`config.mk`:
```
export PLATFORM = sky130hd
export DESIGN_NAME = p3mux_port3
export DESIGN_NICKNAME = d
export VERILOG_FILES = /design/src/p3mux_port3.v
export VERILOG_INCLUDE_DIRS = /design/src
export SDC_FILE = /design/constraint.sdc
export NUM_CORES = 1
export LEC_CHECK = 0
export BUFFER_PORTS_ARGS = -buffer_cell sky130_fd_sc_hd__buf_4
export CAP_MARGIN = 20
export CORE_MARGIN = 2
export CORE_UTILIZATION = 40
export DETAILED_ROUTE_END_ITERATION = 7
export PLACE_DENSITY = 0.74
export SLEW_MARGIN = 20
export SYNTH_ARGS = -nofsm -noshare
export SYNTH_HDL_FRONTEND = slang
export SYNTH_SLANG_ARGS = --single-unit
export TNS_END_PERCENT = 5
```
`constraint.sdc`:
```
create_clock -name clk_sys -period 0.92 [get_ports clk_sys]
set_clock_uncertainty 0.2 [all_clocks]
set_input_delay 0.092 -clock clk_sys [delete_from_list [all_inputs] [get_ports clk_sys]]
set_output_delay 0.092 -clock clk_sys [all_outputs]
set_load 0.05 [all_outputs]
```
`src/p3mux_defs.vh`:
```
`ifndef P3MUX_DEFS_VH
`define P3MUX_DEFS_VH

// ----------------------------------------------------------------
// Port 3 pin positions
// ----------------------------------------------------------------
`define P3M_PIN_RXD      0
`define P3M_PIN_TXD      1
`define P3M_PIN_IRQ0     2
`define P3M_PIN_IRQ1     3
`define P3M_PIN_T0       4
`define P3M_PIN_T1       5
`define P3M_PIN_WR       6
`define P3M_PIN_RD       7

// ----------------------------------------------------------------
// Port 2 pins that may carry the PWM outputs
// ----------------------------------------------------------------
`define P3M_P2_PWM_A     6
`define P3M_P2_PWM_B     7

// ----------------------------------------------------------------
// Reset values
// ----------------------------------------------------------------
`define P3M_LATCH_RST    8'hFF
`define P3M_BIT_RST      1'h1
`define P3M_ZERO         1'h0
`define P3M_PWM2_IDLE    2'h0

`endif

```
`src/p3mux_port3.v`:
```
// How it works
// - Pins bidirectional; latch one gives weak pull-up
// - Receive pin: input async, bidirectional data sync
// - Transmit pin: data async, shift clock sync
// - Interrupt pins feed edge/level logic; priority comes from config inputs
// - First interrupt pin gates timer zero
// - Second interrupt pin gates timer one
// - Pin four is timer zero count input
// - Pin five is timer one count input
// - PWM outputs routed to port 2 or port 3
// - Pin four can clock the PWM unit
// - External clock only after config bit enables
// - Rising convert-start edge starts ADC conversion
// - Write strobe driven during external data write
// - Pin three serves as SPI slave output
// - Read strobe driven during external data read
`timescale 1ns/100ps
`default_nettype none
`include "p3mux_defs.vh"

module p3mux_port3 #(
  parameter WIDTH = 8
) (
  input  wire             clk_sys,
  input  wire             rst,
  input  wire [WIDTH-1:0] latch_wdata,
  input  wire             latch_we,
  output reg  [WIDTH-1:0] latch_value,
  input  wire [WIDTH-1:0] pin_in,
  output reg  [WIDTH-1:0] pin_out,
  output reg  [WIDTH-1:0] pin_oe,
  output reg  [WIDTH-1:0] pin_state,
  input  wire             uart_sync_mode,
  input  wire             uart_txd,
  input  wire             uart_shift_clk,
  input  wire             uart_sync_data_out,
  input  wire             uart_sync_data_oe,
  output reg              uart_rxd,
  input  wire             irq0_edge_mode,
  input  wire             irq1_edge_mode,
  input  wire             irq0_high_prio,
  input  wire             irq1_high_prio,
  output reg              irq0_request,
  output reg              irq1_request,
  output reg              irq0_prio_level,
  output reg              irq1_prio_level,
  input  wire             timer0_gate_en,
  input  wire             timer1_gate_en,
  input  wire             timer0_run,
  input  wire             timer1_run,
  output reg              timer0_count_en,
  output reg              timer1_count_en,
  output reg              timer_zero_count_in,
  output reg              timer_one_count_in,
  input  wire             pwm_on_port2,
  input  wire             pwm_enable,
  input  wire             pwm_out_a,
  input  wire             pwm_out_b,
  output reg  [1:0]       port2_pwm_out,
  output reg              pwm_clock_in,
  input  wire             ext_clk_enable,
  output reg              external_clock_in,
  input  wire             adc_ext_start_en,
  output reg              adc_convert_start_n,
  output reg              adc_start_pulse,
  input  wire             spi_slave_mode,
  input  wire             spi_miso_out,
  output reg              spi_miso_in,
  input  wire             xmem_write,
  input  wire             xmem_read
);

  // ----------------------------------------------------------------
  // Port latch and input sampling
  // ----------------------------------------------------------------
  reg [WIDTH-1:0] latch_r;
  reg [WIDTH-1:0] sample_r;
  reg             irq0_prev_r;
  reg             irq1_prev_r;
  reg             cnvst_prev_r;
  reg             irq0_edge_r;
  reg             irq1_edge_r;

  wire irq0_lvl   = sample_r[`P3M_PIN_IRQ0];
  wire irq1_lvl   = sample_r[`P3M_PIN_IRQ1];
  wire cnvst_lvl  = sample_r[`P3M_PIN_T1];
  wire pwm_on_p3  = pwm_enable && !pwm_on_port2;

  // ----------------------------------------------------------------
  // Falling-edge helper, shared by both interrupt inputs
  // ----------------------------------------------------------------
  function p3m_fell(input prev_lvl, input cur_lvl);
    p3m_fell = prev_lvl && !cur_lvl;
  endfunction

  always @(posedge clk_sys) begin
    if (rst) begin
      latch_r      <= `P3M_LATCH_RST;
      sample_r     <= `P3M_LATCH_RST;
      // History starts at the pull-up level: no false edge
      irq0_prev_r  <= `P3M_BIT_RST;
      irq1_prev_r  <= `P3M_BIT_RST;
      cnvst_prev_r <= `P3M_BIT_RST;
      irq0_edge_r  <= `P3M_ZERO;
      irq1_edge_r  <= `P3M_ZERO;
    end else begin
      if (latch_we) begin
        latch_r <= latch_wdata;
      end
      sample_r     <= pin_in;
      irq0_prev_r  <= irq0_lvl;
      irq1_prev_r  <= irq1_lvl;
      cnvst_prev_r <= cnvst_lvl;
      // Interrupt lines are active low; edge mode catches the fall
      irq0_edge_r  <= p3m_fell(irq0_prev_r, irq0_lvl);
      irq1_edge_r  <= p3m_fell(irq1_prev_r, irq1_lvl);
    end
  end

  // ----------------------------------------------------------------
  // Input-side alternate functions, registered
  // ----------------------------------------------------------------
  always @(posedge clk_sys) begin
    if (rst) begin
      uart_rxd            <= `P3M_BIT_RST;
      irq0_request        <= `P3M_ZERO;
      irq1_request        <= `P3M_ZERO;
      irq0_prio_level     <= `P3M_ZERO;
      irq1_prio_level     <= `P3M_ZERO;
      timer0_count_en     <= `P3M_ZERO;
      timer1_count_en     <= `P3M_ZERO;
      timer_zero_count_in <= `P3M_BIT_RST;
      timer_one_count_in  <= `P3M_BIT_RST;
      pwm_clock_in        <= `P3M_BIT_RST;
      external_clock_in   <= `P3M_ZERO;
      adc_convert_start_n <= `P3M_BIT_RST;
      adc_start_pulse     <= `P3M_ZERO;
      spi_miso_in         <= `P3M_BIT_RST;
      latch_value         <= `P3M_LATCH_RST;
      pin_state           <= `P3M_LATCH_RST;
    end else begin
      uart_rxd        <= sample_r[`P3M_PIN_RXD];
      irq0_request    <= irq0_edge_mode ? irq0_edge_r : !irq0_lvl;
      irq1_request    <= irq1_edge_mode ? irq1_edge_r : !irq1_lvl;
      irq0_prio_level <= irq0_high_prio;
      irq1_prio_level <= irq1_high_prio;
      // Gate mode: timer counts only while its interrupt pin is high
      timer0_count_en <= timer0_run && (!timer0_gate_en || irq0_lvl);
      timer1_count_en <= timer1_run && (!timer1_gate_en || irq1_lvl);
      timer_zero_count_in <= sample_r[`P3M_PIN_T0];
      timer_one_count_in  <= sample_r[`P3M_PIN_T1];
      pwm_clock_in        <= sample_r[`P3M_PIN_T0];
      // Held low until enabled, so a floating pin clocks nothing
      external_clock_in   <= ext_clk_enable &&
                             sample_r[`P3M_PIN_T0];
      adc_convert_start_n <= cnvst_lvl;
      adc_start_pulse     <= adc_ext_start_en && !cnvst_prev_r &&
                             cnvst_lvl;
      spi_miso_in         <= sample_r[`P3M_PIN_IRQ1];
      latch_value         <= latch_r;
      pin_state           <= sample_r;
    end
  end

  // ----------------------------------------------------------------
  // Output-side pin drive, registered
  // ----------------------------------------------------------------
  reg [WIDTH-1:0] out_nxt;
  reg [WIDTH-1:0] oe_nxt;
  integer i;

  always @* begin
    // Latch zero drives low; latch one is only the weak pull-up
    for (i = 0; i < WIDTH; i = i + 1) begin
      out_nxt[i] = latch_r[i];
      oe_nxt[i]  = !latch_r[i];
    end
    if (uart_sync_mode) begin
      out_nxt[`P3M_PIN_RXD] = uart_sync_data_out;
      oe_nxt[`P3M_PIN_RXD]  = uart_sync_data_oe;
      out_nxt[`P3M_PIN_TXD] = uart_shift_clk;
    end else begin
      out_nxt[`P3M_PIN_TXD] = uart_txd;
    end
    oe_nxt[`P3M_PIN_TXD] = `P3M_BIT_RST;
    if (pwm_on_p3) begin
      out_nxt[`P3M_PIN_T0]   = pwm_out_a;
      oe_nxt[`P3M_PIN_T0]    = `P3M_BIT_RST;
      out_nxt[`P3M_PIN_IRQ1] = pwm_out_b;
      oe_nxt[`P3M_PIN_IRQ1]  = `P3M_BIT_RST;
    end else if (spi_slave_mode) begin
      out_nxt[`P3M_PIN_IRQ1] = spi_miso_out;
      oe_nxt[`P3M_PIN_IRQ1]  = `P3M_BIT_RST;
    end
    // Strobes are active low and driven hard for the whole access
    if (xmem_write) begin
      out_nxt[`P3M_PIN_WR] = `P3M_ZERO;
      oe_nxt[`P3M_PIN_WR]  = `P3M_BIT_RST;
    end
    if (xmem_read) begin
      out_nxt[`P3M_PIN_RD] = `P3M_ZERO;
      oe_nxt[`P3M_PIN_RD]  = `P3M_BIT_RST;
    end
  end

  always @(posedge clk_sys) begin
    if (rst) begin
      pin_out       <= `P3M_LATCH_RST;
      pin_oe        <= {WIDTH{`P3M_ZERO}};
      port2_pwm_out <= `P3M_PWM2_IDLE;
    end else begin
      pin_out <= out_nxt;
      pin_oe  <= oe_nxt;
      port2_pwm_out <= (pwm_enable && pwm_on_port2) ?
                       {pwm_out_b, pwm_out_a} : `P3M_PWM2_IDLE;
    end
  end

endmodule // p3mux_port3

`default_nettype wire

```
# Word-level counts from Yosys, hierarchy flattened
# Cells that the tools add are included.
# word_totals
register_bits,65
latchBits,0
ramBits,0
rom_bits,0
word_cells,65
mem_count,0
# classes
n_addsub,0
mul,0
div_mod_pow,0
order_cmp,0
n_eq_ne,0
shifts,0
n_mux,16
n_bitwise,1
reduce_logical,25
# ops
operator,n
$mux W1,15
$logic_not A1 Y1,13
$logic_and A1 B1 Y1,9
$logic_or A1 B1 Y1,2
$mux W2,1
$reduce_or A2 Y1,1
$not A1 Y1,1

# Logic depth before layout (Yosys ltp)
# Gate-level depths: netlist (run 1).
# depth
ltp_word,3
mapped_depth,4

# Worst setup path before layout (run 1)
# OpenSTA, ideal clock, no wires.
# synth_path
path_type,register -> output
startpoint,register pin_state[5]
endpoint,output port pin_state[5]
arrival_ns,0.933
t_required_ns,0.628
path_slack_ns,-0.305
path_stages_with_launch,2
n_path_buf,1
cell_sequence,dfxtp_1 buf_4
# synth_rtl
item,line_no,rtl
"start, declared",p3mux_port3.v:32,"output reg [WIDTH-1:0] pin_state,"
"start signal, assigned",p3mux_port3.v:140,pin_state <= `P3M_LATCH_RST;
"start signal, assigned",p3mux_port3.v:161,pin_state <= sample_r;
# No word-level cell between the ends.

# Final worst setup path (run 1)
# layout_path
startpoint,input port irq1_edge_mode
endpoint,register irq1_request
# layout_between
elab_chain_len,1
# layout_rtl
item,line_no,rtl
"start, declared",p3mux_port3.v:40,"input wire irq1_edge_mode,"
$mux W1,p3mux_port3.v:144,irq1_request <= irq1_edge_mode ? irq1_edge_r : !irq1_lvl;
"end signal, assigned",p3mux_port3.v:127,irq1_request <= `P3M_ZERO;
"end signal, assigned",p3mux_port3.v:144,
"end, declared",p3mux_port3.v:44,"output reg irq1_request,"
# Every way passes these cells.
# A chain may end at the register's enable or synchronous reset.

==> results of run 1 <==
## cell type report
class	instances	share of cell area
clock buffer	14	0.0534
clock inverter	2	0.00310
inverter	9	0.0105
multi-input combinational	76	0.159
sequential	58	0.382
tap	52	0.0201
timing repair buffer	113	0.371
## cell families (layout without fill, tap and decap cells)
family | count (synthesis) | count (layout) | synth area share
DFF | 58 | 58 | 0.647
and+or+nand+nor | 55 | 55 | 0.178
buffers and inverters | 24 | 138 | 0.0822
AOI/OAI and AO/OA | 12 | 12 | 0.0432
muxes | 9 | 9 | 0.0502
## routing by layer
metal	vias to the layer above	wire length (um)
met4	0	76
met5	-	0
met1	650	1530
met3	7	235
li1	716	-
met2	56	2430
## cells in the mapped netlist (all sizes together)
master / count / area (um^2)
nor2b: 4 / 25.0
nor4bb: 1 / 10.0
nor3: 1 / 5.00
nor4b: 1 / 8.76
nand2b: 3 / 18.8
o211ai: 1 / 7.51
nor2: 4 / 15.0
dfxtp: 58 / 1160
buf: 13 / 106
a211o: 2 / 17.5
a31oi: 2 / 12.5
and4: 2 / 20.0
clkbuf: 2 / 7.51
mux2i: 9 / 90.1
nand2: 12 / 45.0
and3: 3 / 18.8
a21oi: 5 / 25.0
inv: 9 / 33.8
or2: 23 / 144
and3b: 1 / 8.76
a21o: 2 / 15.0
## worst max-delay path, stage by stage
cell and delay, ps:
buf_4 100, dlygate4sd3_1 560, or2_2 300, a21oi_2 150
## layout by cell type (no fill, tap or decap), types with 2 or more instances in the layout
cell type        n
or2_2           16
or2_4            5
buf_8           23
a31oi_1          2
dlymetal6s4s_1   4
and4_2           2
clkbuf_1         2
a211o_1          2
nor2_1           4
a21oi_1          3
and3_1           3
dlygate4sd3_1   14
dfxtp_4          6
buf_12           3
a21o_1           2
a21oi_2          2
dfxtp_2         41
mux2i_1          9
inv_1            8
clkinv_2         2
or2_1            2
clkbuf_8        12
buf_6           23
buf_4           46
nand2_1         12
nor2b_1          3
dfxtp_1         11
nand2b_1         3
## state kept, by name (all words and copies together), names as in the netlist
signal,flops
irq1_edge_r,1
timer1_count_en,1
pin_state,8
port2_pwm_out,2
external_clock_in,1
pin_out,6
latch_value,8
adc_start_pulse,1
latch_r,8
irq0_prio_level,1
pin_oe,8
sample_r,8
irq0_edge_r,1
irq1_request,1
timer0_count_en,1
irq1_prio_level,1
irq0_request,1
## what timing repair did
action / CTS / global route
hold endpoints to repair: 42 / 30
endpoints found under the setup margin: 56 / 66
cloned: 0 / 0
pin swaps: 1 / 3
gates resized for setup: 104 / 17
## worst max-delay path by stage
stage / to / cells past startpoint
after floorplan: pin_state[5] / 1
after global placement: sample_r[3] / 3
after CTS: pin_state[5] / 1
after global routing: adc_convert_start_n / 1
after detailed placement: irq1_request / 2
final: irq1_request / 4
## power groups by stage
stage | Combinational [mW] | Sequential (mW) | Clock (mW)
floorplan | 0.247 | 3.03 | 0
global placement | 0.858 | 2.73 | 0
detailed placement | 0.870 | 2.74 | 0
CTS | 1.03 | 2.72 | 2.16
global route | 1.10 | 2.74 | 2.30
finish | 1.05 | 2.73 | 2.10
==> results.yml, run 1 <==
worst_hold_path:
  hold_path.class: "in2reg"
  whs_endpoint: "sample_r[1]"
  hold_depth: 2
  min_from: "pin_in[1]"
finish:
  layout-drive-gt1-share: 0.673
  num-fill-cells: 291
  area_growth_pct: 79.9
  utilization: 0.747
  multi_input_area_um2: 514
  fin_cells: 324
  nets: 309
  regArea_mm2: 0.00123
  postLayoutCellArea_mm2: 0.00323
  diodes: 0
clock_network:
  cts_tree: "built"
  clock_path_buffers: 2
  clk_latency_ps: 320
  postCtsSetupRepairBufs: 0
  cts_sinks: 58
  htreeDepth: 3
  cts_buffers: 9
  clkTransAtPathRegs_ps: 60
  hold_buffers: 19
  root_buffer: "clkbuf_8"
global_route:
  grt_overflow: 0
  grt_pass1_vias: 1467
  met1_usage: 0.177
  use_met2: 0.327
  grt_max_degree: 15
  antenna_found_initial: 0
  grt.busiest_layer: "met2"
  grt_usage: 0.177
  grtUsageMet3: 0.0456
  grt_pass1_wl_mm: 6.66
setup_path:
  path_class: "in2reg"
  crit_arrival_ps: 1200
  critPathRequiredTime_ps: 960
  reg2reg_to: "irq1_request"
  rrSetupSlack_ps: -130
  cp-start-kind: "primary input"
  cp_max_fo: 2
  cp-startpoint: "irq1_edge_mode"
  worst_r2r_path_depth: 2
  cp-end-kind: "flip-flop"
  worstReg2RegStart: "sample_r[3]"
floorplan:
  io_pins: 90
  die-area_mm2: 0.00504
  die_w_um: 71.0
  core_area_mm2: 0.00432
  start_util: 0.415
  die_height_um: 71.0
  row_count: 24
logic_synthesis:
  netlist_instances: 158
  yosysWarnings: 0
  synth_fp_nets: 200
  synth_area_mm2: 0.00180
  ys_types: 25
  ys_ff_latch: 58
  avgSynthCellArea_um2: 11.4
  seq_area_frac_synth: 0.647
job:
  drv_cap: 0
place:
  pre_cts_slack_ps: -118
  port_buffers: 89
  hpwl_mm: 2.70
  dp.cells: 289
  place_congestion: 0.683
  place_area_mm2: 0.00252
pwr:
  leakage_nw: 1.51
  powerDensity_mw_per_mm2: 1820
  p_sw_mw: 1.53
  p_comb_frac: 0.178
  p_total_mw: 5.88
  ir_worst_vdd_v: 0.00120
  p_seq_frac: 0.464
  swShare: 0.260
  pwr-share-clk: 0.358
  p_int_mw: 4.35
timing:
  setup_violations: 56
  period_share: 1.26
  slew_violations: 0
  hold_viol: 35
  worst_pin_slew_ps: 268
  fin_setup_tns_ps: -8820
  fmax_mhz: 862
  period_minus_slack_ps: 1160
  hold_slack_ps: -245
  rsz0062_at_grt: "yes"
  maxSlewHeadroom: 0.819
  fin_ws_ps: -241
detailed_routing:
  drcViolationCount: 0
  first_pass_iters: 4
  routed_wl_mm: 4.28
  drt_iter0_markers: 38
  num_vias: 1429
  post_drt_via_cell_ratio: 4.41
  ant_nets: 0
  wire_per_inst_um: 13.2
outcome:
  status: "finished, violations left"
  violations: "hold timing, setup timing"
Note: power is estimated with default switching activity, not from simulation.
==> run 2, diff against run 1 <==
- CELL_PAD_IN_SITES_DETAIL_PLACEMENT: default -> 1
- CELL_PAD_IN_SITES_GLOBAL_PLACEMENT: default -> 2
- CORE_UTILIZATION: 40 -> 23
- PLACE_DENSITY: 0.74 -> default
- PLACE_DENSITY_LB_ADDON: default -> 0.1
==> run 2 against run 1 <==
Compared with the run above:
- the run still ends with hold timing, setup timing left
- critical path type is now reg2out
- non-clock buffer count up 10
- largest cell class is now non-clock buffers
- core utilization down 30 points
- die area up 69%
- sequential share of layout area down 1.8 points
- via count up 3.2%
- sequential power about the same
- combinational power about the same
- critical path depth down 3
==> results.yml, run 2 (same netlist as run 1, synthesis figures left out) <==
outcome:
  status: "finished, violations left"
  violations: "hold timing, setup timing"
timing:
  slew_violations: 0
  worst_pin_slew_ps: 307
  period_minus_slack_ps: 1150
  period_share: 1.25
  fin_ws_ps: -230
  rsz0062_at_grt: "yes"
  hold_slack_ps: -252
  maxSlewHeadroom: 0.792
  fmax_mhz: 869
  hold_viol: 36
  setup_violations: 53
floorplan:
  row_count: 32
  die_height_um: 92.4
  io_pins: 90
  die-area_mm2: 0.00853
  die_w_um: 92.4
  start_util: 0.235
  core_area_mm2: 0.00765
clock_network:
  hold_buffers: 23
  clk_latency_ps: 320
  postCtsSetupRepairBufs: 0
  root_buffer: "clkbuf_8"
  clkTransAtPathRegs_ps: 60
  cts_buffers: 9
  cts_sinks: 58
  htreeDepth: 3
  cts_tree: "built"
  clock_path_buffers: 2
detailed_routing:
  drt_iter0_markers: 8
  drcViolationCount: 0
  routed_wl_mm: 4.50
  first_pass_iters: 4
  post_drt_via_cell_ratio: 3.84
  num_vias: 1475
  wire_per_inst_um: 11.7
  ant_nets: 0
setup_path:
  path_class: "reg2out"
  crit_buf_inv: 1
  worst_r2r_path_depth: 2
  cp-end-kind: "output pin"
  crit_path_top_delay_cell: "dfxtp_4"
  critPathMaxStageDelay_ps: 380
  worstReg2RegStart: "sample_r[2]"
  cp_max_fo: 4
  rrSetupSlack_ps: -70
  reg2reg_to: "irq0_request"
  cp-start-kind: "flip-flop"
  critPathRequiredTime_ps: 630
  crit_family: "flip-flops"
  crit_arrival_ps: 860
  critical_path_depth: 1
  crit_path_cell_trace: "buf_6"
finish:
  layout-drive-gt1-share: 0.681
  nets: 319
  final_cell_mix: "buf_4 (57), dfxtp_2 (40), buf_8 (28)"
  fin_cells: 384
  area_growth_pct: 88.6
  final_common_cell: "buf_4"
  diodes: 0
place:
  hpwl_mm: 2.98
  dp.cells: 345
  pre_cts_slack_ps: -103
  place_congestion: 0.648
  port_buffers: 89
pwr:
  ir_worst_vdd_v: 0.000644
  leakage_nw: 1.56
  powerDensity_mw_per_mm2: 1820
global_route:
  grt_pass1_vias: 1501
  grt_max_degree: 22
  antenna_found_initial: 0
  grt_overflow: 0
  grt_usage: 0.110
  grt_pass1_wl_mm: 7.15
worst_hold_path:
  min_from: "pin_in[0]"
  whs_endpoint: "sample_r[0]"
  hold_path.class: "in2reg"
  hold_depth: 2
job:
  drv_cap: 0
## run 2: report_power, final
part	switching, mW	internal, mW	total (mW)
clock	0.988	1.39	2.37
combinational	0.539	0.535	1.07
sequential	0.0783	2.65	2.73
## run 2: timing repair
item / in CTS / in global routing
resized for setup: 105 / 18
setup endpoints to repair: 56 / 66
pin swaps: 1 / 4
endpoints found under the hold margin: 41 / 34
## run 2: how the worst max path moves through the flow
stage                       startpoint                   to  slack (ps)
after detailed placement           rst         pin_state[1]        -100
after global placement             rst           pin_out[3]        -140
after CTS                 pin_state[5]         pin_state[5]        -250
final                     pin_state[5]  adc_convert_start_n        -230
after floorplan           pin_state[5]         pin_state[5]         -20
after global routing      pin_state[5]  adc_convert_start_n        -270
## run 2: layout make-up
| class | instances | area, um^2 |
|---|---|---|
| Fill cell | 830 | 4260 |
| Clock inverter | 5 | 51.3 |
| Sequential cell | 58 | 1230 |
| Tap cell | 102 | 128 |
| Timing Repair Buffer | 123 | 1280 |
| Multi-Input combinational cell | 76 | 512 |
| Clock buffer | 11 | 151 |
| Inverter | 9 | 33.8 |
## run 2: metal layers
metal / wire length (um) / track usage / up-vias
met5: 0 / 0 / -
met4: 65 / 0.0448 / 0
met3: 378 / 0.0496 / 6
met2: 2250 / 0.187 / 56
met1: 1800 / 0.119 / 678
li1: - / - / 735
## run 2: stage by stage
stage           util  power (mW)  area (um^2)  TNS, ps  hold WS (ps)
6_report       0.443        6.18         3390    -8950          -252
3_5_place_dp   0.342        3.63         2620    -2580          80.3
3_3_place_gp   0.342        3.63         2620    -2560          77.3
2_1_floorplan      -        3.27         1830     -161         -4.19
5_1_grt        0.443        6.46         3390   -11140          -277
4_1_cts        0.437        6.25         3340   -10210          -269
